### config.mk
export PLATFORM = sky130hd
export DESIGN_NAME = iscd_top
export DESIGN_NICKNAME = d
export VERILOG_FILES = /design/src/verilog/iscd_top.v /design/src/verilog/iscd_pulse_rx.v
export VERILOG_INCLUDE_DIRS = /design/src /design/src/verilog
export SDC_FILE = /design/constraint.sdc
export NUM_CORES = 1
export LEC_CHECK = 0
export BUFFER_PORTS_ARGS = -buffer_cell sky130_fd_sc_hd__clkbuf_2
export CAP_MARGIN = 40
export CORE_MARGIN = 1.5
export CORE_UTILIZATION = 45
export CTS_BUF_LIST = sky130_fd_sc_hd__clkbuf_4 sky130_fd_sc_hd__clkbuf_8 sky130_fd_sc_hd__clkbuf_16
export CTS_CLUSTER_SIZE = 24
export DETAILED_ROUTE_END_ITERATION = 7
export GPL_TIMING_DRIVEN = 0
export PLACE_DENSITY = 0.71
export SYNTH_ARGS = -nofsm -noshare
export SYNTH_HDL_FRONTEND = slang
export SYNTH_SLANG_ARGS = --single-unit
### constraint.sdc
create_clock -name pclk -period 3.5 [get_ports pclk]
set_input_delay 0.7 -clock pclk [delete_from_list [all_inputs] [get_ports pclk]]
set_output_delay 0.7 -clock pclk [all_outputs]
set_load 0.02 [all_outputs]
### src/verilog/iscd_map.vh
// constants for the isolated switch command decoder
`ifndef ISCD_MAP_VH
`define ISCD_MAP_VH

// ==========================================================
// clock and link timing
`define ISCD_CLK_PS 4000
`define ISCD_RESET_NS 25000
`define ISCD_RESET_CYC ((`ISCD_RESET_NS * 1000 + `ISCD_CLK_PS - 1) / `ISCD_CLK_PS)
`define ISCD_GAP_NS 1500
`define ISCD_GAP_CYC ((`ISCD_GAP_NS * 1000) / `ISCD_CLK_PS)
`define ISCD_HB_NS 20000
`define ISCD_HB_CYC ((`ISCD_HB_NS * 1000) / `ISCD_CLK_PS)
`define ISCD_DOFF_NS 25000
`define ISCD_DOFF_CYC ((`ISCD_DOFF_NS * 1000) / `ISCD_CLK_PS)
`define ISCD_DRTY_US 4000
// two-step scaling: microseconds times a million would overflow 32 bits
`define ISCD_DRTY_CYC ((`ISCD_DRTY_US * 1000) / (`ISCD_CLK_PS / 1000))

// ==========================================================
// frame layout
`define ISCD_PREAMBLE 3'h6
`define ISCD_CMD_LAST_BIT 4'h9
`define ISCD_SLOT_FIRST 4'ha
`define ISCD_SLOT_LAST 4'hc

// ==========================================================
// command codes
`define ISCD_CMD_OFF_IMM 4'h1
`define ISCD_CMD_OFF_ZC 4'h2
`define ISCD_CMD_ON_IMM 4'h3
`define ISCD_CMD_ON_ZC 4'h4
`define ISCD_CMD_ON_IMM_DI 4'h5
`define ISCD_CMD_ON_ZC_DI 4'h6
`define ISCD_CMD_HEARTBEAT 4'h7
`define ISCD_CMD_POLL 4'hf

// ==========================================================
// status codes
`define ISCD_ST_OPEN 3'h1
`define ISCD_ST_CLOSED 3'h4
`define ISCD_ST_CLOSED_DI 3'h5
`define ISCD_ST_OVERCUR 3'h7

// ==========================================================
// register map (byte addresses) and reset values
`define ISCD_REG_CTRL 12'h000
`define ISCD_REG_STATE 12'h004
`define ISCD_REG_LASTCMD 12'h008
`define ISCD_CTRL_RESET 1'h1

`endif

### src/verilog/iscd_top.v
// isolated switch command decoder: frame decode, status reply, switch control
// Notes on behaviour
// - decode every frame, act on command only if address equals strap pins
// - 0001 opens at once, 0010 opens at next current zero crossing
// - 0011 closes at once, 0100 closes at next voltage polarity change
// - 0101 closes at once plus dither, 0110 closes at crossing plus dither
// - 1111 polls leaving switch alone; 0111 selects heartbeat reporting
// - 0000 and 1000 to 1110 are no-operations
// - command applied only after all three status bits shifted out
// - zero-crossing close waits for first voltage sign change after shift-out
// - zero-crossing open waits for current inside turn-off window after shift-out
// - dither with low system voltage opens switch for off period, each retry
// - non-latched poll to our address restarts watchdog, state unchanged
// - reported status is the state before the current command
// - status zero mirrors first two pulses, status one mirrors all pulses
// - status 001 open, 100 closed, 101 closed dithering, 111 overcurrent
// - watchdog pin strapped high holds switch state indefinitely
// - non-latched: watchdog expiry opens switch; command before expiry restarts it
// - watchdog restarted only by frames addressed to this device
// - long low is reset; zero is two pulses, one is four
// - frame is reset, preamble 110, address, command, three status slots
// - heartbeat while open: one pulse-width pulse per supply zero crossing
//
// Local design decisions: the APB slave port and the register addresses.
`timescale 1ns/1ps
`include "iscd_map.vh"
module iscd_top #(
    parameter [15:0] RESET_CYC = `ISCD_RESET_CYC,  // control-line reset time
    parameter [15:0] HB_CYC = `ISCD_HB_CYC,        // heartbeat pulse width
    parameter [15:0] DOFF_CYC = `ISCD_DOFF_CYC,    // dither off period
    parameter [19:0] DRTY_CYC = `ISCD_DRTY_CYC     // dither retry interval
) (
    input wire pclk,              // system clock, 250 MHz
    input wire presetn,           // async reset, active low
    input wire psel,              // apb select
    input wire penable,           // apb access phase
    input wire pwrite,            // apb write
    input wire [11:0] paddr,      // apb byte address
    input wire [31:0] pwdata,     // apb write data
    output wire pready,           // apb ready, always high
    output reg [31:0] prdata,     // apb read data
    output reg pslverr,           // apb error on unmapped address
    input wire ctrl_line,         // pulse-coded control line pin
    input wire addr_strap_bit2,   // address strap pin
    input wire addr_strap_bit1,   // address strap pin
    input wire addr_strap_bit0,   // address strap pin
    input wire watchdog_pin,      // high: latched operation
    input wire wd_expired,        // watchdog comparator tripped
    input wire sys_volt_low,      // system voltage below dither threshold
    input wire vsw_sign,          // sign of voltage across switch
    input wire i_in_window,       // load current inside turn-off window
    input wire overcurrent,       // filtered overcurrent comparator
    output reg data_out,          // return line level
    output reg data_oe_n,         // return line enable, low drives
    output wire switch_drive,     // gate command for the power switch
    output reg wd_recharge        // one cycle: restart watchdog
);
    localparam [2:0] ST_IDLE = 3'b001;
    localparam [2:0] ST_RECV = 3'b010;
    localparam [2:0] ST_SLOT = 3'b100;
    // ==========================================================
    // status bit for a slot: most significant bit first
    function stat_bit;
        input [2:0] code;
        input [3:0] idx;
        begin
            case (idx)
                4'ha: stat_bit = code[2];
                4'hb: stat_bit = code[1];
                default: stat_bit = code[0];
            endcase
        end
    endfunction
    wire line_s, frame_reset, bit_done, bit_val;
    wire [2:0] pulse_cnt;
    iscd_pulse_rx #(
        .RESET_CYC(RESET_CYC)
    ) u_rx (
        .pclk(pclk),
        .presetn(presetn),
        .line_raw(ctrl_line),
        .line_s(line_s),
        .frame_reset(frame_reset),
        .bit_done(bit_done),
        .bit_val(bit_val),
        .pulse_cnt(pulse_cnt)
    );
    // ==========================================================
    // synchronise straps and comparator outputs
    reg [8:0] in_m, in_s;
    always @(posedge pclk or negedge presetn) begin
        if (!presetn) begin
            in_m <= 9'h000;
            in_s <= 9'h000;
        end else begin
            in_m <= {overcurrent, i_in_window, vsw_sign, sys_volt_low, wd_expired,
                     watchdog_pin, addr_strap_bit2, addr_strap_bit1, addr_strap_bit0};
            in_s <= in_m;
        end
    end
    wire [2:0] strap_addr = in_s[2:0];
    wire latched_mode = in_s[3];
    wire wd_exp_s = in_s[4];
    wire sys_low_s = in_s[5];
    wire vsign_s = in_s[6];
    wire iwin_s = in_s[7];
    wire oc_s = in_s[8];
    reg vsign_d, oc_d;
    wire vsign_edge = vsign_s ^ vsign_d;
    wire oc_rise = oc_s & ~oc_d;
    // ==========================================================
    // frame state and switch state
    reg [2:0] state, last_addr, snap;
    reg [3:0] bit_cnt, last_cmd;
    reg [9:0] shreg;
    reg last_match, cmd_ok, sw_closed, dither_en, oc_flag, hb_mode, pend_close, pend_open;
    reg decode_en;
    reg [15:0] hb_cnt, doff_cnt;
    reg [19:0] drty_cnt;
    reg [7:0] frame_cnt;
    // reply code from current state; overcurrent wins
    wire [2:0] cur_status = oc_flag ? `ISCD_ST_OVERCUR :
                            !sw_closed ? `ISCD_ST_OPEN :
                            dither_en ? `ISCD_ST_CLOSED_DI : `ISCD_ST_CLOSED;
    wire [9:0] next_shreg = {shreg[8:0], bit_val};
    wire frame_end = (state == ST_SLOT) && bit_done && (bit_cnt == `ISCD_SLOT_LAST);
    always @(posedge pclk or negedge presetn) begin
        if (!presetn) begin
            state <= ST_IDLE;
            bit_cnt <= 4'h0;
            shreg <= 10'h000;
            last_addr <= 3'h0;
            last_cmd <= 4'h0;
            last_match <= 1'b0;
            cmd_ok <= 1'b0;
            snap <= `ISCD_ST_OPEN;
            frame_cnt <= 8'h00;
        end else begin
            case (state)
                ST_IDLE: begin
                    bit_cnt <= 4'h0;
                end
                ST_RECV: begin
                    if (bit_done) begin
                        shreg <= next_shreg;
                        bit_cnt <= bit_cnt + 4'h1;
                        // command field complete: capture and freeze reply
                        if (bit_cnt == `ISCD_CMD_LAST_BIT) begin
                            last_addr <= next_shreg[6:4];
                            last_cmd <= next_shreg[3:0];
                            last_match <= (next_shreg[6:4] == strap_addr);
                            cmd_ok <= (next_shreg[9:7] == `ISCD_PREAMBLE) &&
                                      (next_shreg[6:4] == strap_addr);
                            snap <= cur_status;
                            frame_cnt <= frame_cnt + 8'h01;
                            state <= ST_SLOT;
                        end
                    end
                end
                ST_SLOT: begin
                    if (bit_done) begin
                        bit_cnt <= bit_cnt + 4'h1;
                        if (bit_cnt == `ISCD_SLOT_LAST) begin
                            state <= ST_IDLE;
                        end
                    end
                end
                default: begin
                    state <= ST_IDLE;
                end
            endcase
            // a reset on the line always aborts the frame; reception restarts only while decode_en is set
            if (frame_reset) begin
                state <= decode_en ? ST_RECV : ST_IDLE;
                bit_cnt <= 4'h0;
                cmd_ok <= 1'b0;
            end
        end
    end
    // ==========================================================
    // switch control: commands apply only at frame end
    always @(posedge pclk or negedge presetn) begin
        if (!presetn) begin
            sw_closed <= 1'b0;
            dither_en <= 1'b0;
            oc_flag <= 1'b0;
            hb_mode <= 1'b0;
            pend_close <= 1'b0;
            pend_open <= 1'b0;
            wd_recharge <= 1'b0;
            vsign_d <= 1'b0;
            oc_d <= 1'b0;
        end else begin
            vsign_d <= vsign_s;
            oc_d <= oc_s;
            wd_recharge <= 1'b0;
            // pending crossings are checked only after the frame ended
            if (pend_close && vsign_edge) begin
                sw_closed <= 1'b1;
                pend_close <= 1'b0;
            end
            if (pend_open && iwin_s) begin
                sw_closed <= 1'b0;
                pend_open <= 1'b0;
            end
            if (frame_end && cmd_ok) begin
                wd_recharge <= 1'b1;
                case (last_cmd)
                    `ISCD_CMD_OFF_IMM: begin
                        sw_closed <= 1'b0;
                        dither_en <= 1'b0;
                        pend_close <= 1'b0;
                        pend_open <= 1'b0;
                    end
                    `ISCD_CMD_OFF_ZC: begin
                        dither_en <= 1'b0;
                        pend_close <= 1'b0;
                        pend_open <= 1'b1;
                    end
                    `ISCD_CMD_ON_IMM, `ISCD_CMD_ON_IMM_DI: begin
                        sw_closed <= 1'b1;
                        oc_flag <= 1'b0;
                        hb_mode <= 1'b0;
                        dither_en <= (last_cmd == `ISCD_CMD_ON_IMM_DI);
                        pend_close <= 1'b0;
                        pend_open <= 1'b0;
                    end
                    `ISCD_CMD_ON_ZC, `ISCD_CMD_ON_ZC_DI: begin
                        oc_flag <= 1'b0;
                        hb_mode <= 1'b0;
                        dither_en <= (last_cmd == `ISCD_CMD_ON_ZC_DI);
                        pend_close <= 1'b1;
                        pend_open <= 1'b0;
                    end
                    `ISCD_CMD_HEARTBEAT: begin
                        hb_mode <= 1'b1;
                    end
                    default: begin
                        // poll and forbidden codes leave the switch alone
                        hb_mode <= hb_mode;
                    end
                endcase
            end
            // watchdog expiry opens only in non-latched strapping
            if (!latched_mode && wd_exp_s) begin
                sw_closed <= 1'b0;
                pend_close <= 1'b0;
            end
            // overcurrent latches off until an on command
            if (oc_rise) begin
                oc_flag <= 1'b1;
                sw_closed <= 1'b0;
                pend_close <= 1'b0;
            end
        end
    end
    // ==========================================================
    // dither: every retry interval, a low supply opens for off period
    always @(posedge pclk or negedge presetn) begin
        if (!presetn) begin
            drty_cnt <= 20'h00000;
            doff_cnt <= 16'h0000;
        end else if (!(dither_en && sw_closed)) begin
            drty_cnt <= 20'h00000;
            doff_cnt <= 16'h0000;
        end else begin
            if (doff_cnt != 16'h0000) begin
                doff_cnt <= doff_cnt - 16'h0001;
            end
            if (drty_cnt == DRTY_CYC - 20'h00001) begin
                drty_cnt <= 20'h00000;
                if (sys_low_s) begin
                    doff_cnt <= DOFF_CYC;
                end
            end else begin
                drty_cnt <= drty_cnt + 20'h00001;
            end
        end
    end
    assign switch_drive = sw_closed & (doff_cnt == 16'h0000);
    // ==========================================================
    // return line: status mirror in slots; a zero stops after pulse two, whose
    // second half is told from pulse three's first by the reply already high
    wire slot_bit = stat_bit(snap, bit_cnt);
    wire in_slot = (state == ST_SLOT) && cmd_ok;
    wire mirror = line_s && (slot_bit || pulse_cnt < 3'h2 ||
                             (pulse_cnt == 3'h2 && data_out));
    always @(posedge pclk or negedge presetn) begin
        if (!presetn) begin
            hb_cnt <= 16'h0000;
            data_out <= 1'b0;
            data_oe_n <= 1'b1;
        end else begin
            if (hb_cnt != 16'h0000) begin
                hb_cnt <= hb_cnt - 16'h0001;
            end else if (hb_mode && !sw_closed && vsign_edge) begin
                hb_cnt <= HB_CYC;
            end
            // frame reply beats heartbeat: only one may own the line
            if (in_slot) begin
                data_oe_n <= 1'b0;
                data_out <= mirror;
            end else if (hb_mode && !sw_closed) begin
                data_oe_n <= 1'b0;
                data_out <= (hb_cnt != 16'h0000);
            end else begin
                data_oe_n <= 1'b1;
                data_out <= 1'b0;
            end
        end
    end
    // ==========================================================
    // apb slave: zero wait states, error on unmapped address
    wire apb_acc = psel && penable;
    wire hit_ctrl = (paddr == `ISCD_REG_CTRL);
    wire hit_state = (paddr == `ISCD_REG_STATE);
    wire hit_last = (paddr == `ISCD_REG_LASTCMD);
    assign pready = 1'b1;
    always @(posedge pclk or negedge presetn) begin
        if (!presetn) begin
            decode_en <= `ISCD_CTRL_RESET;
        end else if (apb_acc && pwrite && hit_ctrl) begin
            decode_en <= pwdata[0];
        end
    end
    always @* begin
        prdata = 32'h00000000;
        pslverr = psel && !(hit_ctrl || hit_state || hit_last);
        if (psel && !pwrite) begin
            if (hit_ctrl) begin
                prdata = {31'h00000000, decode_en};
            end else if (hit_state) begin
                prdata = {20'h00000, pend_open, pend_close, latched_mode, hb_mode,
                          oc_flag, dither_en, switch_drive, sw_closed, 1'b0, cur_status};
            end else if (hit_last) begin
                prdata = {16'h0000, frame_cnt, last_match, last_addr, last_cmd};
            end
        end
    end
endmodule

### src/verilog/iscd_pulse_rx.v
// control line receiver: sync, reset detect and pulse-count bit decode
`timescale 1ns/1ps
`include "iscd_map.vh"

module iscd_pulse_rx #(
    parameter [15:0] RESET_CYC = `ISCD_RESET_CYC
) (
    input wire pclk,            // system clock
    input wire presetn,         // async reset, active low
    input wire line_raw,        // control line pin
    output reg line_s,          // synchronised line level
    output reg frame_reset,     // one cycle: low longer than reset time
    output reg bit_done,        // one cycle: a bit has ended
    output reg bit_val,         // value of the bit just ended
    output reg [2:0] pulse_cnt  // pulses seen so far in current bit
);

    localparam [15:0] GAP_CYC = `ISCD_GAP_CYC;

    reg line_m;
    reg line_d;
    reg [15:0] low_cnt;

    // ==========================================================
    // two-stage synchroniser, then one more stage for edge detect
    always @(posedge pclk or negedge presetn) begin
        if (!presetn) begin
            line_m <= 1'b0;
            line_s <= 1'b0;
            line_d <= 1'b0;
        end else begin
            line_m <= line_raw;
            line_s <= line_m;
            line_d <= line_s;
        end
    end

    // ==========================================================
    // low time gives both bit end (short gap) and reset (long low)
    always @(posedge pclk or negedge presetn) begin
        if (!presetn) begin
            low_cnt <= 16'h0000;
            pulse_cnt <= 3'h0;
            bit_done <= 1'b0;
            bit_val <= 1'b0;
            frame_reset <= 1'b0;
        end else begin
            bit_done <= 1'b0;
            frame_reset <= 1'b0;
            if (line_s) begin
                low_cnt <= 16'h0000;
            end else if (low_cnt != RESET_CYC) begin
                low_cnt <= low_cnt + 16'h0001;
            end
            // saturate: a stuck line should not wrap the count
            if (line_s && !line_d && pulse_cnt != 3'h7) begin
                pulse_cnt <= pulse_cnt + 3'h1;
            end
            // two pulses mean zero, four mean one; three rounds up
            if (!line_s && low_cnt == GAP_CYC && pulse_cnt != 3'h0) begin
                bit_done <= 1'b1;
                bit_val <= (pulse_cnt >= 3'h3);
                pulse_cnt <= 3'h0;
            end
            if (!line_s && low_cnt == RESET_CYC - 16'h0001) begin
                frame_reset <= 1'b1;
            end
        end
    end

endmodule

* After elaboration in Yosys (flattened, before gate mapping)
Cells that the tools add are included.
** Word-level totals
- Logic and storage cells :: 201
- Register bits after elaboration :: 143
- Output and inout bits :: 38
** Operators by class
- Add/subtract/negate cells :: 7
- Bitwise operators :: 4
- Reduce and logical (&&, ||, !) cells :: 64
- Eq/ne operators :: 30
- Order comparisons :: 2
- Muxes and demuxes :: 60
** Operator list (count)
- 2-to-1 mux 16 bit :: 9
- 2-to-1 mux 32 bit :: 3
- 2-to-1 mux 20 bit :: 2
- nonzero test 16 bit :: 2
- subtractor 16 x 1 -> 16 bit (second input constant) :: 2
- 2-to-1 mux 3 bit :: 9
- 2-to-1 mux 1 bit :: 26
- logical AND 1 bit :: 23
- adder 20 x 1 -> 20 bit (second input constant) :: 1
- equality test 20 bit (second input constant) :: 1
- nonzero test 2 bit :: 9
- adder 16 x 1 -> 16 bit (second input constant) :: 1
- equality test 16 x 13 -> 1 bit (second input constant) :: 1
- equality test 16 x 9 -> 1 bit (second input constant) :: 1
- equality test 4 x 3 -> 1 bit (second input constant) :: 4
- equality test 4 bit (second input constant) :: 4
- logical NOT 16 bit :: 1
- inequality test 16 x 13 -> 1 bit (second input constant) :: 1
- equality test 12 x 3 -> 1 bit (second input constant) :: 1
- equality test 12 x 4 -> 1 bit (second input constant) :: 1
- logical NOT 12 bit :: 1
- case mux 1 bit (2 select lines) :: 5
- AND reduction 2 bit :: 5
- inequality test 3 x 1 -> 1 bit (second input constant) :: 3
- 30 further kinds :: 51

* Logic depth before layout (Yosys ltp)
Gate-level depths: netlist (run 1).
- Depth after elaboration :: 8
- Gate-level depth with buffers :: 8

* By module
Synthesis (run 1) repeated with hierarchy kept, for this count alone.
** Unflattened totals
- Cells, all modules :: 711
- Area, all modules :: 7106.8 µm²
** Modules (own cells, without submodules)
- iscd_top :: cells each 587, area an instance 5833.1 µm², instances 1, sequential area each 2957.8 µm²
- iscd_pulse_rx :: cells each 124, area an instance 1273.7 µm², instances 1, sequential area each 625.6 µm²

* Worst setup path before layout (run 1)
OpenSTA, ideal clock, no wires.
- Kind :: input to output
- Start :: in paddr[9]
- End :: out prdata[2]
- Stages :: 5
- Setup slack :: 0.328 ns
- Arrival :: 2.472 ns
- Cells stage by stage :: or4_1 -> nor4_2 -> clkbuf_1 -> nand2_1 -> a21oi_1
** On the way
- Longest elaborated chain between the ends :: 5
- Elaborated cells on any way between the ends :: 7
- Classes of those cells :: 2 x eq/ne; 4 x mux; 1 x reduce/logical
** RTL lines
- start: declaration :: line iscd_top.v:38 : input wire [11:0] paddr,
- equality test 12 x 4 -> 1 bit (no source line)
- 2-to-1 mux 16 bit :: line iscd_top.v:335 : end else if (hit_last) begin
- 2-to-1 mux 32 bit :: line iscd_top.v:332 : end else if (hit_state) begin
- 2-to-1 mux 32 bit (*) :: line iscd_top.v:330 : if (hit_ctrl) begin
- 2-to-1 mux 32 bit (*) :: line iscd_top.v:329 : if (psel && !pwrite) begin
- end: declaration :: line iscd_top.v:41 : output reg [31:0] prdata,
Every way passes the cells marked *; elsewhere a longest branch is shown, timed or not.

* Worst setup path after layout (run 1)
- Start :: reg doff_cnt[1]
- End :: out prdata[5]
** On the way
- Longest elaborated chain between the ends :: 5
** RTL lines
- start: declaration :: line iscd_top.v:118 : reg [15:0] hb_cnt, doff_cnt;
- start signal: assignment :: line iscd_top.v:268 : doff_cnt <= doff_cnt - 16'h0001;
- logical NOT 16 bit :: line iscd_top.v:280 : assign switch_drive = sw_closed & (doff_cnt == 16'h0000);
- bitwise AND 1 bit :: line iscd_top.v:280
- 2-to-1 mux 32 bit :: line iscd_top.v:332
- 2-to-1 mux 32 bit :: line iscd_top.v:330
- 2-to-1 mux 32 bit :: line iscd_top.v:329
Every way passes these cells.

==> results of run 1 <==
-- synthesized netlist by cell type, drive strengths merged (10+ instances only) --
library cell | number | area, µm²
or4 | 16 | 124
nand4 | 16 | 100
inv | 25 | 93.8
nand2 | 43 | 161
nor4 | 15 | 113
mux2 | 23 | 259
nand3 | 22 | 110
a21oi | 42 | 210
ha | 18 | 225
xnor2 | 20 | 175
nor2 | 63 | 236
o21ai | 28 | 140
nor3 | 19 | 95.1
dfrtp | 139 | 3480
buf | 21 | 148
xor2 | 24 | 210
o31ai | 10 | 93.8
clkbuf | 19 | 72.6
a22oi | 10 | 75.1
and3 | 12 | 75.1
or3 | 19 | 119
-- path summary, 6_finish.rpt --
kind	depth (start not counted)	slack (ns)	startpoint	endpoint
hold / removal	1	0.19	presetn	drty_cnt[2]
hold reg to reg	0	0.35	u_rx.line_m	u_rx.line_s
min in group pclk	0	0.35	u_rx.line_m	u_rx.line_s
setup reg to reg	5	1.11	u_rx.low_cnt[0]	u_rx.bit_val
setup / recovery	8	0.15	doff_cnt[1]	prdata[5]
max in group asynchronous	2	2.49	presetn	bit_cnt[0]
-- metrics by stage --
step | hold WS (ns) | setup slack, ns | total power [mW] | utilization | cells
floorplan | 0.331 | 0.328 | 1.86 | - | 711
finish | 0.188 | 0.145 | 3.84 | 0.553 | 1010
global placement | 0.334 | -0.685 | 1.93 | 0.501 | 970
CTS | 0.184 | 0.00662 | 3.89 | 0.548 | 1004
detailed placement | 0.335 | -0.310 | 1.95 | 0.504 | 972
global route | 0.195 | 0.00525 | 3.99 | 0.553 | 1010
-- logic make-up after synthesis --
kind of cell,share of synthesized area
DFF,0.504
AOI/OAI and AO/OA,0.110
and+or+nand+nor,0.212
buffers and inverters,0.0442
xor gates and xnor gates,0.0542
other,0.00106
muxes,0.0435
adders and majority gates,0.0317
-- state kept, by name, summed over array words and instances, names as in the netlist, 3 cells and up --
register        count
drty_cnt           20
in_m                9
doff_cnt           16
snap                3
frame_cnt           8
last_cmd            4
u_rx.pulse_cnt      3
state               3
hb_cnt             16
in_s                9
bit_cnt             4
last_addr           3
u_rx.low_cnt       16
shreg               9
-- power by group through the flow --
| stage | sequential (mW) | combinational, mW | clock [mW] |
|---|---|---|---|
| floorplan | 1.74 | 0.119 | 0 |
| global placement | 1.74 | 0.188 | 0 |
| detailed placement | 1.75 | 0.201 | 0 |
| CTS | 1.72 | 0.206 | 1.97 |
| global route | 1.72 | 0.236 | 2.04 |
| finish | 1.72 | 0.204 | 1.92 |
-- placed cells by master, fill, tap and decap left out, types with 18 or more instances in the layout --
master    instances
clkbuf_2         47
ha_1             18
a21oi_1          42
xor2_1           24
nor2_1           63
nand2_1          43
nand3_1          22
buf_4            23
inv_1            24
or3_1            19
xnor2_1          20
mux2_2           23
o21ai_0          27
dfrtp_1         139
nor3_1           19
-- final cells by class --
cell class,count,area [µm²],share of cell area
multi-input combinational,503,3310,0.391
timing repair buffer,56,347,0.0409
sequential,143,3580,0.423
buffer,40,230,0.0272
clock inverter,13,188,0.0222
clock buffer,19,447,0.0528
inverter,25,93.8,0.0111
tap,211,264,0.0312
-- metal layers --
metal,vias up,GRT usage,part of all wire
met4,0,0.0813,0.018
met3,21,0.0370,0.045
li1,2654,-,-
met5,-,0,0
met2,142,0.289,0.46
met1,2603,0.271,0.47
-- worst register-to-register path, cell delays in order, from the launching register on --
cell	delay [ns]
dfrtp_1	0.45
ha_1	0.24
nand3_1	0.24
a2111o_1	0.46
nor4_2	0.49
mux2_2	0.39
-- repair_timing --
action | 4_1_cts | 5_1_grt
pin swaps | 1 | 5
endpoints found under the setup margin | 15 | 6
buffers inserted | 0 | 6
resized for setup | 7 | 7
==> impl_metrics.ini, run 1 <==
[outcome]
outcome = complete, no violations

[cells_and_area]
nets = 863
final_layout_size_suffix_gt1_frac = 0.189
n_antenna_cell = 0
areaGrowthSynthToFinish_pct = 19.1
final_area_mm2 = 0.00847
fill_cells = 1354

[route]
vias = 5420
via_per_inst = 5.37
wl_per_cell_um = 14.6
drt-total-wl_um = 14700
ant_nets = 0
drc = 0
dr.pass1.iters = 4
first_iter_violations = 510

[synth]
synthesis.area_mm2 = 0.00711
ys_seq_area_frac = 0.504
synthArstFlopShare = 1.00
yosys_warnings = 0
ys_ff_latch = 143
syn_avg_cell_area_um2 = 10.2
synth-edff-count = 0
syn_inst = 696
synth_top_flop_cell = dfrtp_1
synth_cell_types = 61

[clock_network]
cts_root_buffer = clkbuf_16
clock_latency_ns = 0.42
cts_max_level = 4
cts_tree = built
cts_buffers = 17
clk_path_buf_depth = 2
clk_pin_slew_ns = 0.06
ctsHoldBuffers = 0
clock_sinks = 143

[min_path]
hp-class = input port to asynchronous set/reset pin

[placement]
place_congestion = 0.829
io_buffers = 48
dp_hpwl_um = 9980
placed_area_mm2 = 0.00772

[pwr]
p_int_mw = 2.99
ir_worst_vdd_mv = 0.350
combPwrFrac = 0.053
p_sw_frac = 0.223
p_clk_frac = 0.500
seqPwrFrac = 0.447
p_switching_uw = 857
power_density_mw_per_mm2 = 454
leakage_nw = 3.86

[setup_path]
crit_required_ns = 2.80
start_kind = flip-flop
critPathMaxStageDelay_ns = 0.51
crit_fanout = 5
path_delay_family = simple AND/OR/NAND/NOR gates
critical_path.slowest_cell = or4b_4
end_kind = output pin
cp.arrival_ns = 2.65
crit_buf_inv = 3
cp_cell_sequence = inv_1 > ha_1 > or4b_4 > nor4_4 > buf_6 > a32oi_1 > nor2_1 > buf_4
critical_path_class = flip-flop to output pin

[sta]
setup_viol = 0
finalCriticalPeriod_ns = 3.35
final.setup.tns_ns = 0
fin_skew_ns = 0.00637
max_slew.worst_pin.slew_ns = 0.897
fmax_mhz = 298
rsz0062_at_grt = false
finalHoldViolations = 0
min_period_over_period = 0.958
drv_slew = 0
max_slew_margin = 0.394

[die]
die_x_um = 129
rows = 45
die-height_um = 129
core_mm2 = 0.0153
ios = 97
die-area_mm2 = 0.0166
start_util = 0.464

[global_route]
antenna_found_initial = 0
grt_first_pass_wirelength_um = 25000
grt_max_degree = 108
grt_pass1_vias = 5045
grt.overflow.total = 0
grt_usage = 0.192

[job]
maxCapViolCount = 0
No activity file was read; power rests on OpenSTA's default activity.
==> inputs of run 2 (changes only) <==
- CORE_UTILIZATION: 45 -> 25
- PLACE_DENSITY: 0.71 -> 0.47
==> run 2 against run 1 <==
Register-to-register slack got worse by 0.02 ns; global-route usage decreased by 7.6 points; cell area increased by 2.3%; sequential power about the same; power increased by 2.5%; clock skew increased by 0.0010 ns; critical endpoint unchanged.
==> impl_metrics.ini, run 2 (synthesis gave the netlist of run 1 again) <==
[outcome]
outcome = complete, no violations

[clock_network]
clk_path_buf_depth = 2
clock_sinks = 143
cts_tree = built
clk_pin_slew_ns = 0.06
ctsHoldBuffers = 0
clock_latency_ns = 0.42
cts_max_level = 4
cts_buffers = 17
cts_root_buffer = clkbuf_16

[cells_and_area]
areaGrowthSynthToFinish_pct = 21.8
final_area_mm2 = 0.00866
regArea_mm2 = 0.00358
mostFrequentLayoutCell = dfrtp_1
multi_input_area_mm2 = 0.00331
largest_register_ff_count = 20
final_layout_size_suffix_gt1_frac = 0.184
nets = 861
final_cell_mix = dfrtp_1 (139), nor2_1 (63), clkbuf_2 (49), nand2_1 (43), a21oi_1 (42)
fill_cells = 2871
n_antenna_cell = 0
registers.top_by_ff_count = drty_cnt

[setup_path]
crit_fanout = 10
critical_path_class = flip-flop to output pin
end_kind = output pin
crit_required_ns = 2.80
start_kind = flip-flop
cp.arrival_ns = 2.67

[global_route]
grt_usage = 0.116
grt.overflow.total = 0
antenna_found_initial = 0
grt_first_pass_wirelength_um = 27000
grt_max_degree = 85
grt_pass1_vias = 5157

[placement]
dp_hpwl_um = 11300
place_congestion = 0.790
placed_area_mm2 = 0.00793
io_buffers = 48

[route]
first_iter_violations = 232
drc = 0
drt-total-wl_um = 16000
dr.pass1.iters = 5
vias = 5340
via_per_inst = 4.54
wl_per_cell_um = 13.7
ant_nets = 0

[min_path]
hp-class = input port to asynchronous set/reset pin

[sta]
finalCriticalPeriod_ns = 3.37
max_slew_margin = 0.472
rsz0062_at_grt = false
final.setup.tns_ns = 0
drv_slew = 0
finalHoldViolations = 0
fin_skew_ns = 0.00740
fmax_mhz = 297
max_slew.worst_pin.slew_ns = 0.786
setup_viol = 0
min_period_over_period = 0.963

[pwr]
power_density_mw_per_mm2 = 455
p_total_mw = 3.94
leakage_nw = 3.84
ir_worst_vdd_mv = 0.319

[die]
rows = 61
start_util = 0.255
die-area_mm2 = 0.0295
ios = 97
core_mm2 = 0.0279
die_x_um = 172
die-height_um = 172

[job]
maxCapViolCount = 0
-- run 2: cell types whose count changed in the layout (fill, tap and decap cells not counted), moves of 2 or more --
cell	previous run	this run
clkbuf_4	2	0
buf_4	23	20
clkinv_4	3	1
clkbuf_2	47	49
-- run 2: path summary, 6_finish.rpt --
check	start	end	slack (ns)	cells past startpoint
hold reg to reg	in_m[6]	in_s[6]	0.35	0
setup / recovery	doff_cnt[0]	prdata[5]	0.13	8
max in group asynchronous	presetn	snap[0]	2.42	2
hold / removal	presetn	hb_cnt[13]	0.25	1
min in group pclk	in_m[6]	in_s[6]	0.35	0
setup reg to reg	hb_cnt[4]	data_out	1.09	7
-- run 2: final cells by class --
type                       count  share of cell area
buffer                        40              0.0259
clock buffer                  19              0.0523
clock inverter                13              0.0241
inverter                      25              0.0108
multi-input combinational    503               0.382
sequential                   143               0.414
tap                          378              0.0546
timing repair buffer          54              0.0370
-- run 2: metrics by stage --
step | util | setup WS (ns) | hold slack [ns] | instances
floorplan | - | 0.328 | 0.331 | 711
global placement | 0.283 | -0.842 | 0.334 | 1137
detailed placement | 0.285 | -0.433 | 0.335 | 1141
CTS | 0.310 | 0.0247 | 0.266 | 1174
global route | 0.311 | 0.0151 | 0.273 | 1175
finish | 0.311 | 0.130 | 0.250 | 1175
-- run 2: routing by layer --
| metal | global-route usage | up-vias | part of all wire |
|---|---|---|---|
| li1 | - | 2644 | - |
| met1 | 0.168 | 2549 | 0.51 |
| met2 | 0.171 | 130 | 0.43 |
| met3 | 0.0209 | 17 | 0.043 |
| met4 | 0.0400 | 0 | 0.013 |
| met5 | 0 | - | 0 |
-- run 2: worst max-delay path: stages, from the launching register on --
cell	delay, ns
dfrtp_1	0.41
inv_1	0.13
ha_1	0.17
or4b_4	0.50
nor4_4	0.30
buf_4	0.24
a32oi_1	0.11
nor2_1	0.19
clkbuf_2	0.20
-- run 2: power by group --
group	switching (mW)	internal (mW)	total, mW
clock network	0.719	1.31	2.02
registers	0.0298	1.69	1.72
logic	0.121	0.0765	0.198
total	0.870	3.07	3.94
-- run 2: timing repair --
action / in CTS / in global routing
setup endpoints to repair: 16 / 3
buffers inserted: 1 / 1
pin swaps: 1 / 1
gates resized for setup: 6 / 1
